**src/inc/extension_enable_fuse_pkg.sv**
```systemverilog
// Function
// - Add 6-bit literal to selected index pointer in one cycle.
// - Select 11 on add: frame pointer plus literal, return, idle cycle.
// - Subtract 6-bit literal from selected index pointer in one cycle.
// - Select 11 on subtract: frame pointer minus literal, return, idle.
// - Indirect call pushes address plus 2, jumps to latches and working.
// - Indirect call second cycle is idle while the target is fetched.
// - Indirect call leaves working, status and bank select untouched.
// - File move reads at frame plus offset, writes to word-two address.
// - Indexed move uses frame plus offset for both addresses.
// - Computed move addresses cover the whole 4096-byte data space.
// - Source in an indirect register reads as zero.
// - Indexed destination in an indirect register suppresses the write; file destinations always write.
// - Push literal writes at frame pointer, then decrements it.
// - Extended instructions decode only while the enable fuse is set.
package extension_enable_fuse_pkg;
   localparam int DATA_AW = 12;
   localparam int PC_W = 21;
   localparam logic [7:0] OP_ADD_PTR = 8'hE8;
   localparam logic [7:0] OP_SUB_PTR = 8'hE9;
   localparam logic [7:0] OP_PUSH = 8'hFA;
   localparam logic [7:0] OP_MOVE = 8'hEB;
   localparam logic [15:0] OP_CALL_WORKING = 16'h0014;
   localparam logic [3:0] WORD2_TAG = 4'hF;
   localparam logic [1:0] SEL_FRAME = 2'h2;
   localparam logic [1:0] SEL_RETURN = 2'h3;
   localparam logic [PC_W-1:0] PC_STEP = 21'h000002;
   localparam logic [DATA_AW-1:0] PUSH_STEP = 12'h001;
   localparam logic [7:0] ZERO_BYTE = 8'h00;
   // Indirect addressing registers sit in the top page of data space.
   localparam logic [DATA_AW-1:0] IND_BASE = 12'hFDB;
   localparam logic [DATA_AW-1:0] IND_LAST = 12'hFEF;
   typedef enum logic [2:0] {
      ST_EXEC, ST_IDLE, ST_MOVE_RD, ST_MOVE_WR
   } exec_state_t;
endpackage

```
**src/extension_enable_fuse_exec.sv**
```systemverilog
`timescale 1ns/1ps
module extension_enable_fuse_exec #(
   parameter int AW = extension_enable_fuse_pkg::DATA_AW,
   parameter int PW = extension_enable_fuse_pkg::PC_W
) (
   input wire logic i_clock,
   input wire logic i_rst_n,
   input wire logic i_fuse,
   input wire logic i_valid,
   input wire logic [15:0] i_word,
   input wire logic [PW-1:0] i_pc,
   input wire logic [PW-1:0] i_tos,
   input wire logic [7:0] i_working,
   input wire logic [7:0] i_latch_high,
   input wire logic [7:0] i_latch_upper,
   input wire logic [7:0] i_rd_data,
   output logic [AW-1:0] o_ptr0,
   output logic [AW-1:0] o_ptr1,
   output logic [AW-1:0] o_ptr2,
   output logic o_pc_load,
   output logic [PW-1:0] o_pc_value,
   output logic o_push_ret,
   output logic [PW-1:0] o_push_value,
   output logic o_flush,
   output logic o_busy,
   output logic o_rd_en,
   output logic [AW-1:0] o_rd_addr,
   output logic o_wr_en,
   output logic [AW-1:0] o_wr_addr,
   output logic [7:0] o_wr_data
);
   // Extended instructions never touch working, status or bank select,
   // so this block has no output toward them; i_working is only read.
   logic fuse_s1_q, fuse_q;
   logic dec_add, dec_sub, dec_push, dec_move, dec_call_working;
   logic busy_q, busy_d;
   extension_enable_fuse_pkg::exec_state_t state_q, state_d;
   logic [AW-1:0] ptr_q [3];
   logic [AW-1:0] ptr_d [3];
   logic pc_load_q, pc_load_d, push_q, push_d, flush_q, flush_d;
   logic [PW-1:0] pc_val_q, pc_val_d, push_val_q, push_val_d;
   logic rd_en_q, rd_en_d, wr_en_q, wr_en_d, to_file_q, to_file_d;
   logic [AW-1:0] rd_addr_q, rd_addr_d, wr_addr_q, wr_addr_d;
   logic [7:0] wr_data_q, wr_data_d, src_q, src_d;
   logic [1:0] sel;
   logic [AW-1:0] lit6;

   function automatic logic is_indirect(input logic [AW-1:0] a);
      return a >= extension_enable_fuse_pkg::IND_BASE && a <= extension_enable_fuse_pkg::IND_LAST;
   endfunction

   function automatic logic [AW-1:0] frame_rel(input logic [AW-1:0] f,
                                               input logic [6:0] off);
      return AW'(f + {{(AW-7){1'b0}}, off});
   endfunction

   extension_enable_fuse_decode u_decode (
      .i_word(i_word),
      .i_enable(fuse_q),
      .o_add(dec_add),
      .o_sub(dec_sub),
      .o_push(dec_push),
      .o_move(dec_move),
      .o_call_working(dec_call_working)
   );

   assign sel = i_word[7:6];
   assign lit6 = {{(AW-6){1'b0}}, i_word[5:0]};

   always_comb begin
      state_d = state_q;
      ptr_d = ptr_q;
      pc_load_d = 1'b0;
      pc_val_d = pc_val_q;
      push_d = 1'b0;
      push_val_d = push_val_q;
      flush_d = 1'b0;
      rd_en_d = 1'b0;
      rd_addr_d = rd_addr_q;
      wr_en_d = 1'b0;
      wr_addr_d = wr_addr_q;
      wr_data_d = wr_data_q;
      to_file_d = to_file_q;
      src_d = src_q;
      case (state_q)
         extension_enable_fuse_pkg::ST_EXEC: begin
            if (i_valid && dec_add) begin
               if (sel == extension_enable_fuse_pkg::SEL_RETURN) begin
                  ptr_d[extension_enable_fuse_pkg::SEL_FRAME] =
                     ptr_q[extension_enable_fuse_pkg::SEL_FRAME] + lit6;
                  pc_load_d = 1'b1;
                  pc_val_d = i_tos;
                  flush_d = 1'b1;
                  state_d = extension_enable_fuse_pkg::ST_IDLE;
               end else begin
                  ptr_d[sel] = ptr_q[sel] + lit6;
               end
            end else if (i_valid && dec_sub) begin
               if (sel == extension_enable_fuse_pkg::SEL_RETURN) begin
                  ptr_d[extension_enable_fuse_pkg::SEL_FRAME] =
                     ptr_q[extension_enable_fuse_pkg::SEL_FRAME] - lit6;
                  pc_load_d = 1'b1;
                  pc_val_d = i_tos;
                  flush_d = 1'b1;
                  state_d = extension_enable_fuse_pkg::ST_IDLE;
               end else begin
                  ptr_d[sel] = ptr_q[sel] - lit6;
               end
            end else if (i_valid && dec_push) begin
               wr_en_d = 1'b1;
               wr_addr_d = ptr_q[extension_enable_fuse_pkg::SEL_FRAME];
               wr_data_d = i_word[7:0];
               ptr_d[extension_enable_fuse_pkg::SEL_FRAME] =
                  ptr_q[extension_enable_fuse_pkg::SEL_FRAME] - extension_enable_fuse_pkg::PUSH_STEP;
            end else if (i_valid && dec_call_working) begin
               push_d = 1'b1;
               push_val_d = PW'(i_pc + extension_enable_fuse_pkg::PC_STEP);
               pc_load_d = 1'b1;
               pc_val_d = {i_latch_upper[PW-17:0], i_latch_high, i_working};
               flush_d = 1'b1;
               state_d = extension_enable_fuse_pkg::ST_IDLE;
            end else if (i_valid && dec_move) begin
               rd_addr_d = frame_rel(ptr_q[extension_enable_fuse_pkg::SEL_FRAME], i_word[6:0]);
               // Indirect sources are skipped to avoid their side effects.
               rd_en_d = ~is_indirect(rd_addr_d);
               to_file_d = ~i_word[7];
               state_d = extension_enable_fuse_pkg::ST_MOVE_RD;
            end
         end
         extension_enable_fuse_pkg::ST_IDLE: begin
            state_d = extension_enable_fuse_pkg::ST_EXEC;
         end
         extension_enable_fuse_pkg::ST_MOVE_RD: begin
            // Word two is fetched during this cycle; source data returns too.
            src_d = is_indirect(rd_addr_q) ? extension_enable_fuse_pkg::ZERO_BYTE
                                            : i_rd_data;
            if (i_valid && i_word[15:12] == extension_enable_fuse_pkg::WORD2_TAG) begin
               state_d = extension_enable_fuse_pkg::ST_MOVE_WR;
               if (to_file_q) begin
                  wr_addr_d = i_word[AW-1:0];
                  wr_en_d = 1'b1;
               end else begin
                  wr_addr_d = frame_rel(ptr_q[extension_enable_fuse_pkg::SEL_FRAME],
                                        i_word[6:0]);
                  wr_en_d = ~is_indirect(wr_addr_d);
               end
               wr_data_d = src_d;
            end
         end
         extension_enable_fuse_pkg::ST_MOVE_WR: begin
            state_d = extension_enable_fuse_pkg::ST_EXEC;
         end
         default: begin
            state_d = extension_enable_fuse_pkg::ST_EXEC;
         end
      endcase
      busy_d = state_d != extension_enable_fuse_pkg::ST_EXEC;
   end

   always_ff @(posedge i_clock or negedge i_rst_n) begin
      if (!i_rst_n) begin
         fuse_s1_q <= 1'b0;
         fuse_q <= 1'b0;
         state_q <= extension_enable_fuse_pkg::ST_EXEC;
         for (int i = 0; i < 3; i++) begin
            ptr_q[i] <= '0;
         end
         pc_load_q <= 1'b0;
         pc_val_q <= '0;
         push_q <= 1'b0;
         push_val_q <= '0;
         flush_q <= 1'b0;
         rd_en_q <= 1'b0;
         rd_addr_q <= '0;
         wr_en_q <= 1'b0;
         wr_addr_q <= '0;
         wr_data_q <= '0;
         to_file_q <= 1'b0;
         src_q <= '0;
         busy_q <= 1'b0;
      end else begin
         fuse_s1_q <= i_fuse;
         fuse_q <= fuse_s1_q;
         state_q <= state_d;
         ptr_q <= ptr_d;
         pc_load_q <= pc_load_d;
         pc_val_q <= pc_val_d;
         push_q <= push_d;
         push_val_q <= push_val_d;
         flush_q <= flush_d;
         rd_en_q <= rd_en_d;
         rd_addr_q <= rd_addr_d;
         wr_en_q <= wr_en_d;
         wr_addr_q <= wr_addr_d;
         wr_data_q <= wr_data_d;
         to_file_q <= to_file_d;
         src_q <= src_d;
         busy_q <= busy_d;
      end
   end

   always_comb begin
      o_ptr0 = ptr_q[0];
      o_ptr1 = ptr_q[1];
      o_ptr2 = ptr_q[2];
      o_pc_load = pc_load_q;
      o_pc_value = pc_val_q;
      o_push_ret = push_q;
      o_push_value = push_val_q;
      o_flush = flush_q;
      o_busy = busy_q;
      o_rd_en = rd_en_q;
      o_rd_addr = rd_addr_q;
      o_wr_en = wr_en_q;
      o_wr_addr = wr_addr_q;
      o_wr_data = wr_data_q;
   end
endmodule

```
**src/extension_enable_fuse_decode.sv**
```systemverilog
`timescale 1ns/1ps
module extension_enable_fuse_decode (
   input wire logic [15:0] i_word,
   input wire logic i_enable,
   output logic o_add,
   output logic o_sub,
   output logic o_push,
   output logic o_move,
   output logic o_call_working
);
   always_comb begin
      o_add = i_enable && i_word[15:8] == extension_enable_fuse_pkg::OP_ADD_PTR;
      o_sub = i_enable && i_word[15:8] == extension_enable_fuse_pkg::OP_SUB_PTR;
      o_push = i_enable && i_word[15:8] == extension_enable_fuse_pkg::OP_PUSH;
      o_move = i_enable && i_word[15:8] == extension_enable_fuse_pkg::OP_MOVE;
      o_call_working = i_enable && i_word == extension_enable_fuse_pkg::OP_CALL_WORKING;
   end
endmodule

```
**config.mk**
```make
export PLATFORM = sky130hd
export DESIGN_NAME = extension_enable_fuse_exec
export DESIGN_NICKNAME = d
export VERILOG_FILES = /design/src/inc/extension_enable_fuse_pkg.sv /design/src/extension_enable_fuse_exec.sv /design/src/extension_enable_fuse_decode.sv
export SDC_FILE = /design/constraint.sdc
export NUM_CORES = 1
export LEC_CHECK = 0
export BUFFER_PORTS_ARGS = -buffer_cell sky130_fd_sc_hd__buf_2
export CAP_MARGIN = 20
export CORE_MARGIN = 10
export CORE_UTILIZATION = 40
export DETAILED_ROUTE_END_ITERATION = 16
export PLACE_DENSITY = 0.66
export RECOVER_POWER = 100
export SLEW_MARGIN = 20
export SYNTH_ARGS = -nofsm -noshare
export SYNTH_HDL_FRONTEND = slang
export SYNTH_SLANG_ARGS = --single-unit
```
**constraint.sdc**
```tcl
create_clock -name i_clock -period 7.73 [get_ports i_clock]
set_input_delay 0.773 -clock i_clock [delete_from_list [all_inputs] [get_ports i_clock]]
set_output_delay 0.773 -clock i_clock [all_outputs]
set_load 0.03 [all_outputs]
```
==> Word level (Yosys, flattened, before mapping) <==
Cells that the tools add are included.
{ "totals": {"inputBits": 94, "ff_bits": 121, "wordCells": 138, "output_inout_bits": 116} }
{ "op_classes": {"n_reduce_logical": 26, "mux": 61, "addsub": 7, "bitwise_logic": 8, "n_lt_le_gt_ge": 6, "n_eq_ne": 13} }
{ "op_table": {"columns": ["operator", "n"], "rows": [
  ["12-bit two-way mux", 12],
  ["21-bit two-way mux", 5],
  ["36-bit bitwise mux", 2],
  ["24-bit two-way mux", 3],
  ["8-bit two-way mux", 5],
  ["36-bit two-way mux", 1],
  ["8-bit equality test (second input constant)", 4],
  ["12-bit by 6-bit adder with 12-bit output", 2],
  ["12-bit binary-select mux with 2-bit select", 1],
  ["12-bit demux with 2-bit select", 1],
  ["12-bit >= comparator (second input constant)", 2],
  ["12-bit less-or-equal comparator (second input constant)", 2],
  ["12-bit case mux with 2 select lines", 1],
  ["12-bit by 6-bit subtractor with 12-bit output", 2],
  ["21-bit by 2-bit adder with 21-bit output (second input constant)", 1],
  ["3-bit two-way mux", 7],
  ["1-bit two-way mux", 20],
  ["16-bit by 5-bit equality test with 1-bit output (second input constant)", 1],
  ["8-bit case mux with 2 select lines", 1],
  ["1-bit logical AND", 14],
  ["12-bit by 7-bit adder with 12-bit output", 1],
  ["12-bit by 1-bit subtractor with 12-bit output (second input constant)", 1],
  ["5-bit AND reduction", 2],
  ["3-bit nonzero test", 3],
  ["16 further kinds", 27]
]} }

==> Longest topological paths before layout <==
{ "depth": {"ltp_word": 10, "depth_mapped": 16, "depth_no_buf": 13} }

==> Modules after synthesis <==
From an unflattened synthesis, not the netlist that was laid out.
{ "unflattened": {"hier_cells": 970, "area_unflattened_um2": 8155.3} }
{ "modules_own_cells": {"columns": ["module", "seq_area_each_um2", "area_each_um2", "instances", "cells_per_inst"], "rows": [
  ["extension_enable_fuse_exec", 3027.9, 8049.0, 1, 957],
  ["extension_enable_fuse_decode", 0.0, 106.4, 1, 13]
]} }

==> Worst setup path after synthesis <==
Ideal clock, no wire load.
{ "synth_path": {"path_kind": "input to register", "from": "input port i_word[6]", "to": "register ptr_q (netlist bit o_ptr2[9])", "required_ns": 7.646, "stages": 14, "setup_slack_ns": 3.448, "arrival_time_ns": 4.198, "setup_ns": 0.084, "path_cell_list": "buf_6 buf_2 buf_1 buf_1 mux2i_1 o21ai_0 ha_1 nor2b_1 o31a_1 o31a_1 nand2b_1 o31ai_1 mux2_2 a21boi_0"} }
{ "synth_between": {"elab_chain_cells": 9, "word_cells_on_any_way": 18, "classes_between": "2 x add/sub; 2 x order compare; 1 x eq/ne; 11 x mux; 1 x bitwise; 1 x reduce/logical"} }
{ "synth_lines": {"columns": ["item", "line_no", "rtl"], "rows": [
  ["start: declaration", "extension_enable_fuse_exec.sv:10", "input wire logic [15:0] i_word,"],
  ["2-bit NOT with 3-bit output (not written as such)", "extension_enable_fuse_exec.sv:96, extension_enable_fuse_exec.sv:107", null],
  ["12-bit binary-select mux with 2-bit select (tied with other cells)", "extension_enable_fuse_exec.sv:96, extension_enable_fuse_exec.sv:107", null],
  ["12-bit two-way mux (not written as such) or 1-bit logical AND (tied branches)", "extension_enable_fuse_exec.sv:96, extension_enable_fuse_exec.sv:107", null],
  ["12-bit two-way mux (not written as such)", "extension_enable_fuse_exec.sv:96, extension_enable_fuse_exec.sv:107", null],
  ["12-bit by 6-bit subtractor with 12-bit output or 12-bit demux with 2-bit select (tied branches)", "extension_enable_fuse_exec.sv:107, extension_enable_fuse_exec.sv:96", null],
  ["36-bit bitwise mux", "extension_enable_fuse_exec.sv:107", "ptr_d[sel] = ptr_q[sel] - lit6;"],
  ["12-bit two-way mux", "extension_enable_fuse_exec.sv:99", "if (sel == extension_enable_fuse_pkg::SEL_RETURN) begin"],
  ["12-bit two-way mux", "extension_enable_fuse_exec.sv:98", "end else if (i_valid && dec_sub) begin"],
  ["36-bit two-way mux (*)", "extension_enable_fuse_exec.sv:87", "if (i_valid && dec_add) begin"],
  ["end signal: assignment", "extension_enable_fuse_exec.sv:185", "ptr_q <= ptr_d;"],
  ["end: declaration", "extension_enable_fuse_exec.sv:38", "logic [AW-1:0] ptr_q [3];"]
]} }
Mark *: on every way between the ends. The rest lies on a longest branch, timed or not. The select of a mux whose other input is x is not followed.
A chain may end at the register's enable or synchronous reset.

==> Worst setup path in the final report <==
{ "layout_path": {"from": "input port i_word[6]", "to": "register ptr_q (netlist bit o_ptr0[11])"} }
{ "layout_between": {"elab_chain_cells": 9, "word_cells_on_any_way": 20, "classes_between": "2 x add/sub; 2 x order compare; 1 x eq/ne; 11 x mux; 2 x bitwise; 2 x reduce/logical"} }
{ "layout_lines": {"columns": ["item", "line_no"], "rows": [
  ["2-bit NOT with 3-bit output (not written as such)", "extension_enable_fuse_exec.sv:96, extension_enable_fuse_exec.sv:107"],
  ["12-bit binary-select mux with 2-bit select (tied with other cells)", "extension_enable_fuse_exec.sv:96, extension_enable_fuse_exec.sv:107"],
  ["12-bit two-way mux (not written as such) or 1-bit logical AND (tied branches)", "extension_enable_fuse_exec.sv:96, extension_enable_fuse_exec.sv:107"],
  ["12-bit two-way mux (not written as such)", "extension_enable_fuse_exec.sv:96, extension_enable_fuse_exec.sv:107"],
  ["12-bit by 6-bit subtractor with 12-bit output or 12-bit demux with 2-bit select (tied branches)", "extension_enable_fuse_exec.sv:107, extension_enable_fuse_exec.sv:96"],
  ["36-bit bitwise mux", "extension_enable_fuse_exec.sv:107"],
  ["24-bit two-way mux", "extension_enable_fuse_exec.sv:99"],
  ["24-bit two-way mux", "extension_enable_fuse_exec.sv:98"],
  ["36-bit two-way mux", "extension_enable_fuse_exec.sv:87"]
]} }
Several ways; a longest one is shown, not always the timed one. The select of a mux whose other input is x is not followed.

==> impl_metrics.env <==
export IMPL_nNetsFinal=1245
export IMPL_drtIter0Drc=617
export IMPL_place_ws_ns=3.343
export IMPL_die_h_um=161.2
export IMPL_hold_depth=0
export IMPL_drv_slew=122
export IMPL_cp_arrival_ns=5.69
export IMPL_area_growth_syn_to_layout_pct=19.71
export IMPL_die_area_mm2=0.02600
export IMPL_rows=51
export IMPL_required_ns=8.03
export IMPL_synth_edf_count=0
export IMPL_r2r_start="state_q[1]"
export IMPL_p_per_area_mw_per_mm2=172.4
export IMPL_grt_pass1_vias=7386
export IMPL_syn_avg_cell_area_um2=8.488
export IMPL_synth_simple_area_share_pct=20.98
export IMPL_worstHoldEndpoint="fuse_q"
export IMPL_synth_area_top_cells="dfrtp_1, nor2_1, a21oi_1"
export IMPL_synth_top_flop_cell="dfrtp_1"
export IMPL_ys_warn_count=0
export IMPL_wl_mm=26.60
export IMPL_path_delay_family="buffers and inverters"
export IMPL_yosysSeqAreaShare_pct=37.95
export IMPL_setup_viol=0
export IMPL_cts_sinks=121
export IMPL_die_w_um=161.2
export IMPL_max_clock_path_buffers=2
export IMPL_cts_resized=0
export IMPL_core_mm2=0.01953
export IMPL_fill_cells=2019
export IMPL_worstHoldStart="fuse_s1_q"
export IMPL_drive_gt1_share_pct=14.22
export IMPL_ys_ff_latch=121
export IMPL_grt_pass1_wl_mm=41.20
export IMPL_setup_slack_ns=2.341
export IMPL_rsz0062_at_grt="no"
export IMPL_violations="max-capacitance violations, max-slew violations"
export IMPL_path_cells="buf_2, clkbuf_1, nor2b_2, clkbuf_1, nand2_1, o21ai_0, ha_1, nand2b_1, a221oi_1, o41ai_1, nor3_1, mux2i_1, xnor2_1, mux2_2"
export IMPL_cts_root_buf="clkbuf_16"
export IMPL_crit_path_max_incr_delay_ns=1.53
export IMPL_antenna_left=0
export IMPL_reg2regPathDepth=6
export IMPL_grt_max_degree=78
export IMPL_startpoint_type="input port"
export IMPL_gp_congestion=0.9474
export IMPL_fin_skew_ns=0.01174
export IMPL_pin_count=210
export IMPL_h_tree_depth=4
export IMPL_cts_buffers_inserted=17
export IMPL_crit_slowest_cell="clkbuf_1"
export IMPL_synth_common_cells="nor2_1, dfrtp_1, nand2_1"
export IMPL_start_util_pct=40.86
export IMPL_status="finished with violations"
export IMPL_synthMuxAreaShare_pct=5.441
export IMPL_drv_cap=3
export IMPL_synth_top_area_share_pct=37.95
export IMPL_cts_setup_buffers=0
export IMPL_track_usage_pct=19.67
export IMPL_ff_latch_area_mm2=0.003028
export IMPL_hpwl_mm=20.14
export IMPL_yosysMostFrequentCell="nor2_1"
export IMPL_synth_fa_ha_area_share_pct=5.394
export IMPL_synth_xor_area_share_pct=5.598
export IMPL_synth_fp_nets=1066
export IMPL_min_path_type="flip-flop to flip-flop"
export IMPL_clock_latency_ns=0.42
export IMPL_max_slew_margin_rel_pct=-62.19
export IMPL_yosysTopAreaCell="dfrtp_1"
export IMPL_period_needed_ns=5.389
export IMPL_tightest_slew_ns=2.433
export IMPL_r2r_end="o_pc_value[0]"
export IMPL_multi_input_area_mm2=0.004568
export IMPL_vias=7632
export IMPL_grt_remaining_overflow=0
export IMPL_ir_drop_v=0.0001425
export IMPL_cp_max_fo=35
export IMPL_critPathKind="input port to flip-flop"
export IMPL_vias_per_cell=5.459
export IMPL_async_flop_share_pct=100.0
export IMPL_synth_distinct_cells=73
export IMPL_numPortBuffers=206
export IMPL_syn_area_mm2=0.007979
export IMPL_cts_tree="done"
export IMPL_cts_hold_buffers=0
export IMPL_route_detailed_drc=0
export IMPL_crit_path_frequent_cell="clkbuf_1"
export IMPL_dr_pass1_iters=5
export IMPL_tns_ns=0
export IMPL_p_leak_nw=4.242
export IMPL_synth_compound_area_share_pct=20.24
export IMPL_cp_end_kind="flip-flop"
export IMPL_fin_crit_sh_pct=69.71
export IMPL_worst_path_buf_inv=3
export IMPL_synth_top_family_by_area="simple AND/OR/NAND/NOR gates"
export IMPL_fmax_mhz=185.6
export IMPL_synth_cells=940
export IMPL_clkTransAtPathRegs_ns=0.06
export IMPL_wl_per_cell_um=19.03
export IMPL_finalHoldViolations=0
export IMPL_reg2reg_slack_ns=3.78
export IMPL_antenna_found_initial=1
==> stage by stage <==
| step | power, W | hold WS, ns | util, % | area, um2 | std cells |
|---|---|---|---|---|---|
| floorplan | 0.0007869 | 0.3312 | - | 7979 | 940 |
| global placement | 0.0008707 | 0.3414 | 47.07 | 9191 | 1365 |
| detailed placement | 0.0008735 | 0.3433 | 47.07 | 9191 | 1365 |
| CTS | 0.001667 | 0.3471 | 50.03 | 9769 | 1397 |
| global route | 0.001713 | 0.3605 | 48.92 | 9552 | 1398 |
| finish | 0.001647 | 0.3412 | 48.92 | 9552 | 1398 |
==> sequential cells by signal (all words and copies together), names as in the netlist, 3 cells and up <==
register	flops
o_push_value	21
o_pc_value	21
o_ptr0	12
o_wr_addr	12
o_rd_addr	12
o_ptr1	12
state_q	3
o_ptr2	12
o_wr_data	8
==> cell usage in the layout (no fill, tap or decap), types with 14 or more instances in the layout <==
cell type  synthesis  routed
a21oi_1           84      84
a221oi_1          13      14
a31oi_1           15      15
buf_2             16      87
clkbuf_1          34     124
clkbuf_16          0      17
dfrtp_1          121     121
ha_1              28      28
inv_1             28      28
mux2_2            15      15
mux2i_1           19      19
nand2_1          103     103
nand2b_1          14      14
nand3_1           28      28
nor2_1           128     128
nor3_1            15      16
o21ai_0           55      56
o22ai_1           20      20
xnor2_1           32      32
xor2_1            19      19
==> layout make-up <==
| type | count | area share [%] |
|---|---|---|
| multi-input combinational | 735 | 47.83 |
| sequential | 121 | 31.70 |
| timing repair buffer | 215 | 9.785 |
| clock buffer | 17 | 4.454 |
| tap | 265 | 3.471 |
| clock inverter | 15 | 1.598 |
| inverter | 29 | 1.140 |
| antenna | 1 | 0.02620 |
==> per-layer routing <==
layer	global-route usage [%]	wire (um)
met2	31.00	12240
met3	4.550	2006
met1	25.92	11750
met4	6.865	595
met5	0	0
==> where the power goes <==
group / total [W] / switching, W / internal, W
Sequential: 0.000654 / 0.00000824 / 0.000645
Combinational: 0.000203 / 0.000131 / 0.0000720
Clock: 0.000790 / 0.000335 / 0.000454
Total: 0.00165 / 0.000475 / 0.00117
==> how the worst max path moves through the flow <==
| stage | slack [ns] | to | depth (start not counted) | start |
|---|---|---|---|---|
| global route | 1.91 | o_ptr2[11] | 14 | i_word[6] |
| global placement | 3.42 | o_ptr0[11] | 13 | i_word[7] |
| floorplan | 3.45 | o_ptr2[9] | 14 | i_word[6] |
| finish | 2.34 | o_ptr0[11] | 14 | i_word[6] |
| CTS | 3.77 | o_ptr0[11] | 13 | i_word[7] |
| detailed placement | 3.34 | o_ptr0[11] | 13 | i_word[7] |
==> cell families after synthesis <==
family / Yosys count
fa+ha+maj: 32
flops: 121
other cells: 1
simple gates: 360
compound gates: 253
xor+xnor: 51
mux: 38
buf+inv: 84
(Power assumes the default switching activity.)
